File: src/hw/stack_cfg_pkg.sv
// Shared constants and types for the stack configuration loader
package stack_cfg_pkg;

  // ----------------------------------------------------------------
  // Register map
  // ----------------------------------------------------------------
  localparam int ADDR_W = 5;
  localparam logic [4:0] CTRL_OFF = 5'h00;
  localparam logic [4:0] STACK_OFF = 5'h04;
  localparam logic [4:0] CFG_OFF = 5'h08;
  localparam logic [4:0] STATUS_OFF = 5'h0C;
  localparam logic [4:0] MASK_OFF = 5'h10;
  localparam logic [4:0] STATE_OFF = 5'h14;
  localparam logic [4:0] RESP_OFF = 5'h18;

  // ----------------------------------------------------------------
  // Field positions and reset values
  // ----------------------------------------------------------------
  localparam int CTRL_START_BIT = 0;
  localparam int CTRL_SLAVE_BIT = 1;
  localparam int CTRL_EN_BIT = 2;
  localparam int CTRL_IDX_LSB = 4;
  localparam int ST_DONE_BIT = 0;
  localparam int ST_SYNC_BIT = 6;
  localparam int ST_POR_BIT = 7;
  localparam logic [7:0] STACK_RST = 8'h02;
  localparam logic [15:0] CFG_RST = 16'h0000;
  localparam logic [7:0] MASK_RST = 8'h00;

  // ----------------------------------------------------------------
  // Back-channel bytes and bus answers
  // ----------------------------------------------------------------
  localparam logic [3:0] QUERY_NIB = 4'hA;
  localparam logic [7:0] CFG_CMD = 8'hC0;
  localparam logic [1:0] CFG_BYTES = 2'h3;
  localparam logic [1:0] RESP_OKAY = 2'h0;
  localparam logic [1:0] RESP_SLVERR = 2'h2;
  localparam int MEM_DEPTH = 16;
  localparam int MEM_AW = 4;

  // ----------------------------------------------------------------
  // Timing
  // ----------------------------------------------------------------
  localparam int CLK_PERIOD_NS = 10;
  localparam int RESP_TIMEOUT_NS = 10000;
  localparam int SYNC_LOSS_NS = 10000;
  localparam int RESP_TIMEOUT_CYC = RESP_TIMEOUT_NS / CLK_PERIOD_NS;
  localparam int SYNC_LOSS_CYC = SYNC_LOSS_NS / CLK_PERIOD_NS;

  typedef enum logic [2:0] {S_IDLE, S_ASK, S_LISTEN, S_SEND, S_DONE, S_FAULT} load_state_t;

  typedef struct packed {
    logic valid;
    logic [7:0] data;
  } link_byte_t;

endpackage : stack_cfg_pkg

File: src/hw/slave_resp_mem.sv
// Small memory that keeps the phase answer of each slave
module slave_resp_mem #(
  parameter int DEPTH = 16,
  parameter int AW = 4,
  parameter int W = 8
) (
  // Clock
  input wire logic aclk,
  // Write port
  input wire logic we,
  input wire logic [AW-1:0] waddr,
  input wire logic [W-1:0] wdata,
  // Read port, data one cycle after the address
  input wire logic [AW-1:0] raddr,
  output logic [W-1:0] rdata
);

  logic [W-1:0] mem [DEPTH];

  // No reset: contents are only meaningful after a load sequence
  always_ff @(posedge aclk) begin
    if (we) begin
      mem[waddr] <= wdata;
    end
    rdata <= mem[raddr];
  end

endmodule : slave_resp_mem

File: src/hw/strap_decode.sv
// Strap level quantiser giving bottom resistor and divider codes
module strap_decode (
  // Clock and reset
  input wire logic aclk,
  input wire logic aresetn,
  // Converter levels from the strap sense front end
  input wire logic [7:0] bot_level,
  input wire logic [7:0] ratio_level,
  // Decoded codes
  output logic [3:0] bottom_resistor_code,
  output logic [3:0] divider_code
);

  typedef struct packed {
    logic [3:0] bot;
    logic [3:0] div;
  } strap_t;

  strap_t st_q;
  strap_t st_d;

  // Sixteen equal bands; the sense front end centres each resistor in its band
  function automatic logic [3:0] band(input logic [7:0] level);
    band = level[7:4];
  endfunction : band

  always_comb begin
    st_d.bot = band(bot_level);
    st_d.div = band(ratio_level);
  end

  always_ff @(posedge aclk) begin
    if (!aresetn) begin
      st_q <= '0;
    end else begin
      st_q <= st_d;
    end
  end

  assign bottom_resistor_code = st_q.bot;
  assign divider_code = st_q.div;
endmodule : strap_decode

File: src/hw/stack_strap_config_loader.sv
// Stack master power-on configuration loader with AXI4-Lite registers
// Contract
// - Master polls every slave before conversion
// - Phase mismatch sets fault, blocks conversion
// - All answered: forward remaining strap config
// - Strap gives bottom and divider 4-bit codes
// - Block bytes go least significant first
// - Byte k carries bits 8k+7 to 8k
// - Slave flags missing or lost sync
module stack_strap_config_loader (
  // Clock and reset
  input wire logic aclk,
  input wire logic aresetn,
  // AXI4-Lite write
  input wire logic [31:0] awaddr,
  input wire logic awvalid,
  output logic awready,
  input wire logic [31:0] wdata,
  input wire logic [3:0] wstrb,
  input wire logic wvalid,
  output logic wready,
  output logic [1:0] bresp,
  output logic bvalid,
  input wire logic bready,
  // AXI4-Lite read
  input wire logic [31:0] araddr,
  input wire logic arvalid,
  output logic arready,
  output logic [31:0] rdata,
  output logic [1:0] rresp,
  output logic rvalid,
  input wire logic rready,
  // Strap sense levels
  input wire logic [7:0] strap_bot_level,
  input wire logic [7:0] strap_ratio_level,
  // Sync pin
  input wire logic sync_in,
  // Back channel to the stack
  output logic link_tx_valid,
  output logic [7:0] link_tx_data,
  input wire logic link_tx_ready,
  input wire logic link_rx_valid,
  input wire logic [7:0] link_rx_data,
  // Results
  output logic conv_enable,
  output logic irq,
  output logic [3:0] bottom_resistor_code,
  output logic [3:0] divider_code
);

  // ----------------------------------------------------------------
  // State
  // ----------------------------------------------------------------
  typedef struct packed {
    logic awready;
    logic wready;
    logic arready;
    logic aw_hold;
    logic w_hold;
    logic aw_ok;
    logic [4:0] awaddr;
    logic [31:0] wdata;
    logic [3:0] wstrb;
    logic bvalid;
    logic [1:0] bresp;
    logic rpend;
    logic ar_ok;
    logic [4:0] araddr;
    logic rvalid;
    logic [1:0] rresp;
    logic [31:0] rdata;
    logic slave_mode;
    logic enable;
    logic [3:0] idx;
    logic [7:0] stack_cfg;
    logic [15:0] cfg;
    logic [7:0] status;
    logic [7:0] mask;
    logic irq;
    stack_cfg_pkg::load_state_t fsm;
    logic [3:0] slave_no;
    logic [10:0] tmo;
    logic [1:0] byte_no;
    logic [23:0] cfg_snap;
    stack_cfg_pkg::link_byte_t tx;
    logic conv;
    logic sync_s1;
    logic sync_s2;
    logic sync_s3;
    logic [10:0] sync_cnt;
    logic present;
    logic en_prev;
  } state_t;

  localparam state_t ST_RST = '{
    awready: 1'b1, wready: 1'b1, arready: 1'b1,
    stack_cfg: stack_cfg_pkg::STACK_RST, cfg: stack_cfg_pkg::CFG_RST,
    mask: stack_cfg_pkg::MASK_RST, fsm: stack_cfg_pkg::S_IDLE, default: '0};
  localparam logic [10:0] TMO_LAST = 11'(stack_cfg_pkg::RESP_TIMEOUT_CYC - 1);
  localparam logic [10:0] SYNC_LOAD = 11'(stack_cfg_pkg::SYNC_LOSS_CYC);

  state_t st_q;
  state_t st_d;
  logic [7:0] mem_rdata;
  logic mem_we;
  logic [3:0] bot_code;
  logic [3:0] div_code;
  logic [23:0] cfg_word;
  logic [7:0] expected;
  logic [7:0] st_set;
  logic [7:0] st_clr;
  logic start;
  logic present_now;

  // Byte k of a block value; byte 0 goes out first
  function automatic logic [7:0] byte_of(input logic [23:0] word, input logic [1:0] k);
    byte_of = word[{k, 3'h0} +: 8];
  endfunction : byte_of

  // Byte-lane merge for a register write
  function automatic logic [31:0] merge(input logic [31:0] old, input logic [31:0] nw,
                                        input logic [3:0] strb);
    for (int i = 0; i < 4; i++) begin
      merge[8*i +: 8] = strb[i] ? nw[8*i +: 8] : old[8*i +: 8];
    end
  endfunction : merge

  // ----------------------------------------------------------------
  // Sub-blocks
  // ----------------------------------------------------------------
  strap_decode u_strap (
    .aclk(aclk),
    .aresetn(aresetn),
    .bot_level(strap_bot_level),
    .ratio_level(strap_ratio_level),
    .bottom_resistor_code(bot_code),
    .divider_code(div_code)
  );

  slave_resp_mem #(
    .DEPTH(stack_cfg_pkg::MEM_DEPTH),
    .AW(stack_cfg_pkg::MEM_AW),
    .W(8)
  ) u_mem (
    .aclk(aclk),
    .we(mem_we),
    .waddr(st_q.slave_no),
    .wdata(link_rx_data),
    .raddr(st_q.idx),
    .rdata(mem_rdata)
  );

  assign cfg_word = {div_code, bot_code, st_q.cfg};
  assign expected = {st_q.slave_no, st_q.stack_cfg[3:0]};
  assign present_now = (st_q.sync_cnt != 11'h000);

  // ----------------------------------------------------------------
  // Next state
  // ----------------------------------------------------------------
  always_comb begin
    st_d = st_q;
    st_set = 8'h00;
    st_clr = 8'h00;
    start = 1'b0;
    mem_we = 1'b0;
    // Write channel: one write in flight, address and data in any order
    if (awvalid && st_q.awready) begin
      st_d.awready = 1'b0;
      st_d.aw_hold = 1'b1;
      st_d.awaddr = awaddr[4:0];
      st_d.aw_ok = (awaddr[31:5] == '0) && (awaddr[1:0] == 2'h0);
    end
    if (wvalid && st_q.wready) begin
      st_d.wready = 1'b0;
      st_d.w_hold = 1'b1;
      st_d.wdata = wdata;
      st_d.wstrb = wstrb;
    end
    if (st_q.aw_hold && st_q.w_hold && !st_q.bvalid) begin
      st_d.aw_hold = 1'b0;
      st_d.w_hold = 1'b0;
      st_d.bvalid = 1'b1;
      st_d.bresp = stack_cfg_pkg::RESP_OKAY;
      if (!st_q.aw_ok) begin
        st_d.bresp = stack_cfg_pkg::RESP_SLVERR;
      end else begin
        case (st_q.awaddr)
          stack_cfg_pkg::CTRL_OFF: begin
            if (st_q.wstrb[0]) begin
              start = st_q.wdata[stack_cfg_pkg::CTRL_START_BIT];
              st_d.slave_mode = st_q.wdata[stack_cfg_pkg::CTRL_SLAVE_BIT];
              st_d.enable = st_q.wdata[stack_cfg_pkg::CTRL_EN_BIT];
              st_d.idx = st_q.wdata[stack_cfg_pkg::CTRL_IDX_LSB +: 4];
            end
          end
          stack_cfg_pkg::STACK_OFF: begin
            st_d.stack_cfg = 8'(merge({24'h00_0000, st_q.stack_cfg}, st_q.wdata, st_q.wstrb));
          end
          stack_cfg_pkg::CFG_OFF: begin
            st_d.cfg = 16'(merge({16'h0000, st_q.cfg}, st_q.wdata, st_q.wstrb));
          end
          stack_cfg_pkg::STATUS_OFF: begin
            st_clr = st_q.wdata[7:0] & {8{st_q.wstrb[0]}};
          end
          stack_cfg_pkg::MASK_OFF: begin
            st_d.mask = 8'(merge({24'h00_0000, st_q.mask}, st_q.wdata, st_q.wstrb));
          end
          stack_cfg_pkg::STATE_OFF, stack_cfg_pkg::RESP_OFF: begin
            st_d.bresp = stack_cfg_pkg::RESP_OKAY;
          end
          default: begin
            st_d.bresp = stack_cfg_pkg::RESP_SLVERR;
          end
        endcase
      end
    end
    if (st_q.bvalid && bready) begin
      st_d.bvalid = 1'b0;
      st_d.awready = 1'b1;
      st_d.wready = 1'b1;
    end
    // Read channel: data is registered the cycle after the address; the answer memory is read at the CTRL index, not the read address
    if (arvalid && st_q.arready) begin
      st_d.arready = 1'b0;
      st_d.rpend = 1'b1;
      st_d.araddr = araddr[4:0];
      st_d.ar_ok = (araddr[31:5] == '0) && (araddr[1:0] == 2'h0);
    end
    if (st_q.rpend) begin
      st_d.rpend = 1'b0;
      st_d.rvalid = 1'b1;
      st_d.rresp = stack_cfg_pkg::RESP_OKAY;
      st_d.rdata = 32'h0000_0000;
      case (st_q.ar_ok ? st_q.araddr : 5'h1F)
        stack_cfg_pkg::CTRL_OFF:
          st_d.rdata = {24'h00_0000, st_q.idx, 1'b0, st_q.enable, st_q.slave_mode, 1'b0};
        stack_cfg_pkg::STACK_OFF: st_d.rdata = {24'h00_0000, st_q.stack_cfg};
        stack_cfg_pkg::CFG_OFF: st_d.rdata = {8'h00, cfg_word};
        stack_cfg_pkg::STATUS_OFF: st_d.rdata = {24'h00_0000, st_q.status};
        stack_cfg_pkg::MASK_OFF: st_d.rdata = {24'h00_0000, st_q.mask};
        stack_cfg_pkg::STATE_OFF:
          st_d.rdata = {23'h00_0000, st_q.slave_no, st_q.conv, present_now, 3'(st_q.fsm)};
        stack_cfg_pkg::RESP_OFF: st_d.rdata = {24'h00_0000, mem_rdata};
        default: st_d.rresp = stack_cfg_pkg::RESP_SLVERR;
      endcase
    end
    if (st_q.rvalid && rready) begin
      st_d.rvalid = 1'b0;
      st_d.arready = 1'b1;
    end

    // ----------------------------------------------------------------
    // Master load sequence
    // ----------------------------------------------------------------
    unique case (st_q.fsm)
      stack_cfg_pkg::S_IDLE, stack_cfg_pkg::S_DONE, stack_cfg_pkg::S_FAULT: begin
        if (start && !st_d.slave_mode) begin
          st_d.slave_no = 4'h1;
          if (st_q.stack_cfg[3:0] <= 4'h1) begin
            st_d.fsm = stack_cfg_pkg::S_DONE;
            st_set[stack_cfg_pkg::ST_DONE_BIT] = 1'b1;
          end else begin
            st_d.fsm = stack_cfg_pkg::S_ASK;
            st_d.tx = '{valid: 1'b1, data: {stack_cfg_pkg::QUERY_NIB, 4'h1}};
          end
        end
      end
      stack_cfg_pkg::S_ASK: begin
        if (link_tx_ready) begin
          st_d.tx.valid = 1'b0;
          st_d.tmo = 11'h000;
          st_d.fsm = stack_cfg_pkg::S_LISTEN;
        end
      end
      stack_cfg_pkg::S_LISTEN: begin
        st_d.tmo = st_q.tmo + 11'h001;
        if (link_rx_valid) begin
          mem_we = 1'b1;
          if (link_rx_data != expected) begin
            st_set[stack_cfg_pkg::ST_POR_BIT] = 1'b1;
            st_d.fsm = stack_cfg_pkg::S_FAULT;
          end else if (st_q.slave_no == st_q.stack_cfg[3:0] - 4'h1) begin
            st_d.fsm = stack_cfg_pkg::S_SEND;
            st_d.byte_no = 2'h0;
            st_d.cfg_snap = cfg_word;
            st_d.tx = '{valid: 1'b1, data: stack_cfg_pkg::CFG_CMD};
          end else begin
            st_d.slave_no = st_q.slave_no + 4'h1;
            st_d.fsm = stack_cfg_pkg::S_ASK;
            st_d.tx = '{valid: 1'b1, data: {stack_cfg_pkg::QUERY_NIB, st_q.slave_no + 4'h1}};
          end
        end else if (st_q.tmo == TMO_LAST) begin
          // A silent slave is treated as a mismatch: conversion must not start
          st_set[stack_cfg_pkg::ST_POR_BIT] = 1'b1;
          st_d.fsm = stack_cfg_pkg::S_FAULT;
        end
      end
      stack_cfg_pkg::S_SEND: begin
        if (link_tx_ready) begin
          if (st_q.byte_no == stack_cfg_pkg::CFG_BYTES) begin
            st_d.tx.valid = 1'b0;
            st_d.fsm = stack_cfg_pkg::S_DONE;
            st_set[stack_cfg_pkg::ST_DONE_BIT] = 1'b1;
          end else begin
            st_d.tx.data = byte_of(st_q.cfg_snap, st_q.byte_no);
            st_d.byte_no = st_q.byte_no + 2'h1;
          end
        end
      end
    endcase

    // ----------------------------------------------------------------
    // Slave sync watch
    // ----------------------------------------------------------------
    st_d.sync_s1 = sync_in;
    st_d.sync_s2 = st_q.sync_s1;
    st_d.sync_s3 = st_q.sync_s2;
    if (st_q.sync_s2 && !st_q.sync_s3) begin
      st_d.sync_cnt = SYNC_LOAD;
    end else if (present_now) begin
      st_d.sync_cnt = st_q.sync_cnt - 11'h001;
    end
    st_d.present = present_now;
    st_d.en_prev = st_q.enable;
    if (st_q.slave_mode && st_q.enable) begin
      if (!st_q.en_prev && !present_now) begin
        st_set[stack_cfg_pkg::ST_SYNC_BIT] = 1'b1;
      end
      if (st_q.en_prev && st_q.present && !present_now) begin
        st_set[stack_cfg_pkg::ST_SYNC_BIT] = 1'b1;
      end
    end

    // Set beats clear so an event during the clearing write is kept
    st_d.status = (st_q.status & ~st_clr) | st_set;
    st_d.irq = |(st_d.status & st_d.mask);
    if (st_d.slave_mode) begin
      st_d.conv = st_d.enable && present_now && !st_d.status[stack_cfg_pkg::ST_SYNC_BIT];
    end else begin
      st_d.conv = (st_d.fsm == stack_cfg_pkg::S_DONE);
    end
  end

  always_ff @(posedge aclk) begin
    if (!aresetn) begin
      st_q <= ST_RST;
    end else begin
      st_q <= st_d;
    end
  end

  // ----------------------------------------------------------------
  // Outputs
  // ----------------------------------------------------------------
  assign awready = st_q.awready;
  assign wready = st_q.wready;
  assign bvalid = st_q.bvalid;
  assign bresp = st_q.bresp;
  assign arready = st_q.arready;
  assign rvalid = st_q.rvalid;
  assign rresp = st_q.rresp;
  assign rdata = st_q.rdata;
  assign link_tx_valid = st_q.tx.valid;
  assign link_tx_data = st_q.tx.data;
  assign conv_enable = st_q.conv;
  assign irq = st_q.irq;
  assign bottom_resistor_code = bot_code;
  assign divider_code = div_code;
endmodule : stack_strap_config_loader

File: config.mk
export PLATFORM = sky130hd
export DESIGN_NAME = stack_strap_config_loader
export DESIGN_NICKNAME = d
export VERILOG_FILES = /design/src/hw/stack_cfg_pkg.sv /design/src/hw/slave_resp_mem.sv /design/src/hw/strap_decode.sv /design/src/hw/stack_strap_config_loader.sv
export SDC_FILE = /design/constraint.sdc
export NUM_CORES = 1
export LEC_CHECK = 0
export ABC_AREA = 1
export BUFFER_PORTS_ARGS = -buffer_cell sky130_fd_sc_hd__buf_2
export CORE_ASPECT_RATIO = 1.5
export CORE_MARGIN = 1
export CORE_UTILIZATION = 52
export DETAILED_ROUTE_END_ITERATION = 8
export PLACE_DENSITY_LB_ADDON = 0.08
export RECOVER_POWER = 100
export SKIP_CTS_REPAIR_TIMING = 1
export SLEW_MARGIN = 10
export SYNTH_ARGS = -nofsm -noshare
export SYNTH_HDL_FRONTEND = slang
export SYNTH_SLANG_ARGS = --single-unit
File: constraint.sdc
create_clock -name aclk -period 1.73 [get_ports aclk]
set_input_delay 0.173 -clock aclk [delete_from_list [all_inputs] [get_ports aclk]]
set_output_delay 0.173 -clock aclk [all_outputs]
set_load 0.005 [all_outputs]
---- Word level (Yosys, flattened, before mapping) ----
Memories as Yosys holds them, arrays and structs flattened. A register that Yosys moved wholly into a read port is not among the register bits.
Cells that the tools add are included.
storage, ports and cells
  register bits after elaboration ......... 199
  RAM bits ................................ 128
  output and inout bits ................... 60
  word-level logic and storage cells ...... 220
  memories kept ........................... 1
memories
  memory     depth  bits a word  read ports  clocked after memory_dff  write ports  line                  source
  u_mem.mem  16     8            1           1                         1            slave_resp_mem.sv:18  logic [W-1:0] mem [DEPTH];
cells by class
  add/subtract/negate cells ............... 5
  $lt $le $gt $ge ......................... 1
  equal/unequal tests ..................... 32
  shifts and indexed selects .............. 1
  muxes and demuxes ....................... 75
  bitwise operators ....................... 7
  reductions and logical operators ........ 55
operator list
  kind                                           count
  case mux 24 bit (7 select lines)               1
  2-to-1 mux 8 bit                               12
  2-to-1 mux 35 bit                              2
  2-to-1 mux 30 bit                              2
  logical NOT 27 bit                             2
  == test 5 bit, second input constant           6
  2-to-1 mux 9 bit                               3
  2-to-1 mux 26 bit                              1
  bitwise AND 8 bit                              3
  case mux 8 bit (3 select lines)                1
  variable part select 24 x 6 -> 8 bit           1
  2-to-1 mux 1 bit                               22
  case mux 11 bit (2 select lines)               1
  2-to-1 mux 3 bit                               7
  == test 5 x 4 -> 1 bit, second input constant  4
  2-to-1 mux 10 bit                              2
  inequality test 2 bit, second input constant   10
  AND reduction 4 bit                            5
  logical AND 1 bit                              17
  2-to-1 mux 16 bit                              1
  2-to-1 mux 7 bit                               2
  AND reduction 7 bit                            2
  OR reduction 7 bit                             2
  2-to-1 mux 2 bit                               6
  other kinds (39)                               61

---- Logic depth before layout (Yosys ltp) ----
  depth in word-level cells ............... 12
  depth in mapped cells ................... 14
  gate-level depth less buffers ........... 14

---- By module ----
From an unflattened synthesis, not the netlist that was laid out.
second synthesis, totals
  cells, all modules ...................... 1847
  area, all modules ....................... 14741.6 µm²
by module, submodules not included
  module                     times used  cells each  area an instance (µm²)
  stack_strap_config_loader  1           1271        8749.6
  slave_resp_mem             1           551         5766.8
  strap_decode               1           25          225.2

---- Least setup slack after synthesis ----
OpenSTA, ideal clock, no wires.
  path kind ............................... register to register
  start point ............................. register st_q[69] in the netlist's numbering
  end point ............................... memory u_mem.mem[0][0], enable pin
  setup time .............................. 0.370 ns
  arrival ................................. 1.435 ns
  required time ........................... 1.360 ns
  slack ................................... -0.075 ns
  cell stages (with the launch flop) ...... 7
  buffers on the path ..................... 1
  period minus slack after synthesis ...... 1.805 ns
  cells stage by stage .................... dfxtp_1 > inv_1 > nand3_1 > clkbuf_1 > nor2_1 > nand2_1 > nor2_1
between the ends
  word-level cells in the longest chain between the ends .. 4
RTL lines
  element                                 line                              source
  start: declaration                      stack_strap_config_loader.sv:102  state_t st_q;
  start signal: assignment                stack_strap_config_loader.sv:348  st_q <= st_d;
  == test 3 x 2 -> 1 bit                  stack_strap_config_loader.sv:255  unique case (st_q.fsm)
  2-to-1 mux 1 bit                        stack_strap_config_loader.sv:255
  2-to-1 mux 1 bit                        slave_resp_mem.sv:22              if (we) begin
  2-to-1 mux 1 bit (not written as such)  slave_resp_mem.sv:23              mem[waddr] <= wdata;
  end: declaration                        slave_resp_mem.sv:18
No other way between the ends.

---- Final worst setup path ----
  start point ............................. register st_q, in the netlist expected[0]
  end point ............................... register st_q[68] in the netlist's numbering
between the ends
  word-level cells in the longest chain between the ends .. 6
RTL lines
  element                            line                              source
  subtractor 4 x 1 -> 4 bit          stack_strap_config_loader.sv:282  end else if (st_q.slave_no == st_q.stack_cfg[3:0] - 4'h1) begin
  == test 4 bit                      stack_strap_config_loader.sv:282
  2-to-1 mux 2 bit                   stack_strap_config_loader.sv:282
  2-to-1 mux 3 bit *                 stack_strap_config_loader.sv:279  if (link_rx_data != expected) begin
  2-to-1 mux 3 bit *                 stack_strap_config_loader.sv:277  if (link_rx_valid) begin
  case mux 3 bit (4 select lines) *  stack_strap_config_loader.sv:255
Mark *: on every way between the ends. The rest lies on a longest branch, timed or not.
A chain may end at the register's enable or synchronous reset.

==> metrics <==
outcome=complete, but fails checks; failing checks=setup timing; Worst R2R Setup Slack=-0.07 ns; Skew-Pair Late Insertion Delay=approximately 0.57 ns; RSZ-0062 raised after global routing=yes; Antenna Violating Nets Remaining=0; Layout fillers=around 2300; leading area contributor after synthesis=dfxtp_1; synthesis-to-layout area growth=23.7%; post-synth top area share=between 20% and 30%; hold crit path type=in2reg; RePlAce Congestion=0.946; Worst-Margin Slew=about 0.83 ns; number of flops mapped to enable cells by yosys=128; setup ws final=-0.0723 ns; Crit Reg-Reg Startpoint=expected[0]$_SDFFE_PN0P_; Die Ht=just over 200 um; Sink Count=about 330; worst vdd ir=a little over 0.9 mV; Place WS=-0.103 ns; I/O Pins=roughly 190; row count=74; most used routing layer=met2; most common cell after layout, fill and taps aside=nand2_1; DR vias/cell=~5.3; 1st-iter DRT viols=606; Setup-failing EPs final=30; Max Root-Sink Buffers=3; layout cell share with drive strength beyond 1=21.3%; CP Max Fanout=8; GRT met1 Usage=between 20% and 30%; DP Cell Count=2159; Core Area=roughly 27000 um^2; top post-synthesis cells by area=dfxtp_1 (28%), edfxtp_1 (27%), nand2_1 (7.0%); vias in the first global route=approximately 11000; Root Buffer=clkbuf_16; Worst Hold Slack=~0.011 ns; max-cap violations=0; Req. time, crit path=2.19 ns; pin count of the biggest net entering global routing=99; Critical Path Source Type=flip-flop; final worst path period share=104%; FFs w/ async S/R, synth=0%; crit path kind=reg2reg; Rel. slew slack=between 40% and 50%; Synth Cell Area=14300 um^2; highest-count cells in the layout ignoring fill and taps=nand2_1 (252), dfxtp_1 (190), inv_1 (182); first-pass GRT wire length=57.2 mm; drt pass-1 iters=5; Setup Skew=around 0.01 ns; final hold viol count=0; final wirelength=a little under 40 mm; #FFs+latches synth=between 300 and 400; Ant. Diodes=0; synth unique cells=50; met3 usage=approximately 2.9%; P_leak=slightly above 7 nW; reg-to-reg endpoint=st_q[68]$_SDFF_PN0_; total number of vias=12100; Power, Total=roughly 17 mW; starting density of the core=~53%; WL/cell=17.0 um; Critical Path Start=expected[0]$_SDFFE_PN0P_; die width=approximately 140 um; Die Area=28200 um^2; GRT Util Overall=between 20% and 30%; Synth Area per Inst=roughly 8.8 um^2; post-synthesis sequential area ratio=54.4%; CP Capture Type=flip-flop; IO Port Bufs=between 150 and 200; Max Transition Viols Final=0; Period minus WS final=approximately 1.8 ns; CTS HTree Levels=1; f_max=555 MHz; reg2reg path depth=13; # DRC=0; Power Dens Cells=around 950 nW/um^2; gr ovfl total=0; clk slew on worst S/H paths=roughly 0.070 ns; CP endpoint=st_q[68]$_SDFF_PN0_; initial antenna violation count=0; Mapped Cells=1633; crit path DAT=around 2.3 ns; Hold Crit Start=arvalid; CTS buffer count=30; CTS tree=done; Top FF cell, synth=dfxtp_1; hold depth=4; non-filler cells, final=2268; dpl hpwl=roughly 27 mm; Synthesis Warnings=0; nets=between 2000 and 2500; GR Layer Usage met2=between 40% and 50%
==> through the flow <==
step                TNS, ns  cell area, um^2  util, %
global placement      -1.26            16000     58.9
CTS                   -3.30            17000     62.7
floorplan             -9.60            14400        -
finish                -1.19            17700     65.3
global route          -8.58            17700     65.3
detailed placement    -2.09            16000     58.9
==> metal layers <==
metal  part of all wire [%]  vias up
met5                      0        -
met4                    5.6        0
met3                    4.2      112
met2                     52      392
met1                     38     5639
li1                       -     5983
==> cell type report <==
| cell class | instances | area [um^2] | area share (%) |
|---|---|---|---|
| Sequential cell | 325 | 7800 | 44.0 |
| Multi-Input combinational cell | 1010 | 5390 | 30.5 |
| Timing Repair Buffer | 344 | 2330 | 13.2 |
| Clock buffer | 39 | 856 | 4.83 |
| Inverter | 191 | 719 | 4.06 |
| Tap cell | 342 | 428 | 2.42 |
| Clock inverter | 17 | 185 | 1.05 |
==> registers in the layout (all words and copies together), names as in the netlist, 3 cells and up <==
name,cells
u_mem.mem,128
st_q,112
rdata,24
cfg_word,16
expected,8
link_tx_data,8
u_mem.rdata,8
u_strap.bottom_resistor_code,4
u_strap.divider_code,4
st_d,3
==> cells by family after synthesis <==
logic type | synth area share (%)
and+or+nand+nor | 17.8
AOI/OAI and AO/OA | 14.5
DFF | 54.4
buffers and inverters | 9.97
muxes | 2.24
adders and majority gates | 0.786
xor gates and xnor gates | 0.306
other | 0.0262
==> power breakdown <==
part,internal [mW],switching [mW],leakage (nW),total [mW]
Clock,4.07,2.89,0.514,6.96
Combinational,0.664,0.929,3.89,1.59
Sequential,8.15,0.152,2.76,8.30
Total,12.9,3.97,7.16,16.9
==> synthesized netlist by cell type (2+ instances only) <==
| master | count |
|---|---|
| buf_1 | 5 |
| inv_1 | 184 |
| buf_2 | 13 |
| a21oi_1 | 108 |
| nor3_2 | 2 |
| nor4_1 | 15 |
| nand2_2 | 3 |
| o211ai_1 | 40 |
| edfxtp_1 | 128 |
| or2_2 | 6 |
| mux2i_1 | 32 |
| buf_6 | 5 |
| nand2_4 | 2 |
| clkbuf_1 | 38 |
| nand4_1 | 16 |
| xnor2_1 | 3 |
| nor2_1 | 186 |
| ha_1 | 9 |
| o21ai_1 | 16 |
| o21a_1 | 2 |
| nand3_1 | 66 |
| a221oi_1 | 3 |
| nor2_2 | 4 |
| o31ai_1 | 17 |
| o21ai_0 | 123 |
| a31oi_1 | 5 |
| o2111ai_1 | 2 |
| nor2_4 | 4 |
| a211oi_1 | 12 |
| nor3_1 | 20 |
| nand2_1 | 267 |
| buf_4 | 55 |
| dfxtp_1 | 197 |
| a21oi_2 | 12 |
| inv_2 | 6 |
| o2bb2ai_1 | 3 |
| o22ai_1 | 10 |
| xor2_1 | 2 |
==> worst min-delay path by stage <==
| stage | end | slack [ns] |
|---|---|---|
| 2_1_floorplan | st_d[14]$_SDFF_PN0_ | 0.27 |
| 3_3_place_gp | u_strap.bottom_resistor_code[3]$_SDFF_PN0_ | 0.35 |
| 3_5_place_dp | u_strap.bottom_resistor_code[1]$_SDFF_PN0_ | 0.36 |
| 4_1_cts | u_strap.divider_code[3]$_SDFF_PN0_ | -0.23 |
| 5_1_grt | st_q[203]$_SDFFE_PN0P_ | 0.05 |
| 6_report | st_q[153]$_SDFFE_PN0P_ | 0.01 |
==> worst max-delay path, cell delays in order, from the launching register on <==
cell,delay [ns]
dfxtp_2,0.33
inv_2,0.05
buf_4,0.12
buf_4,0.13
nand3_1,0.07
inv_1,0.04
o21ai_0,0.06
nand2_1,0.11
nand3_2,0.13
nor2_4,0.05
buf_12,0.15
nor3_1,0.23
or2_1,0.16
inv_1,0.04
No activity file was read; power rests on OpenSTA's default activity.
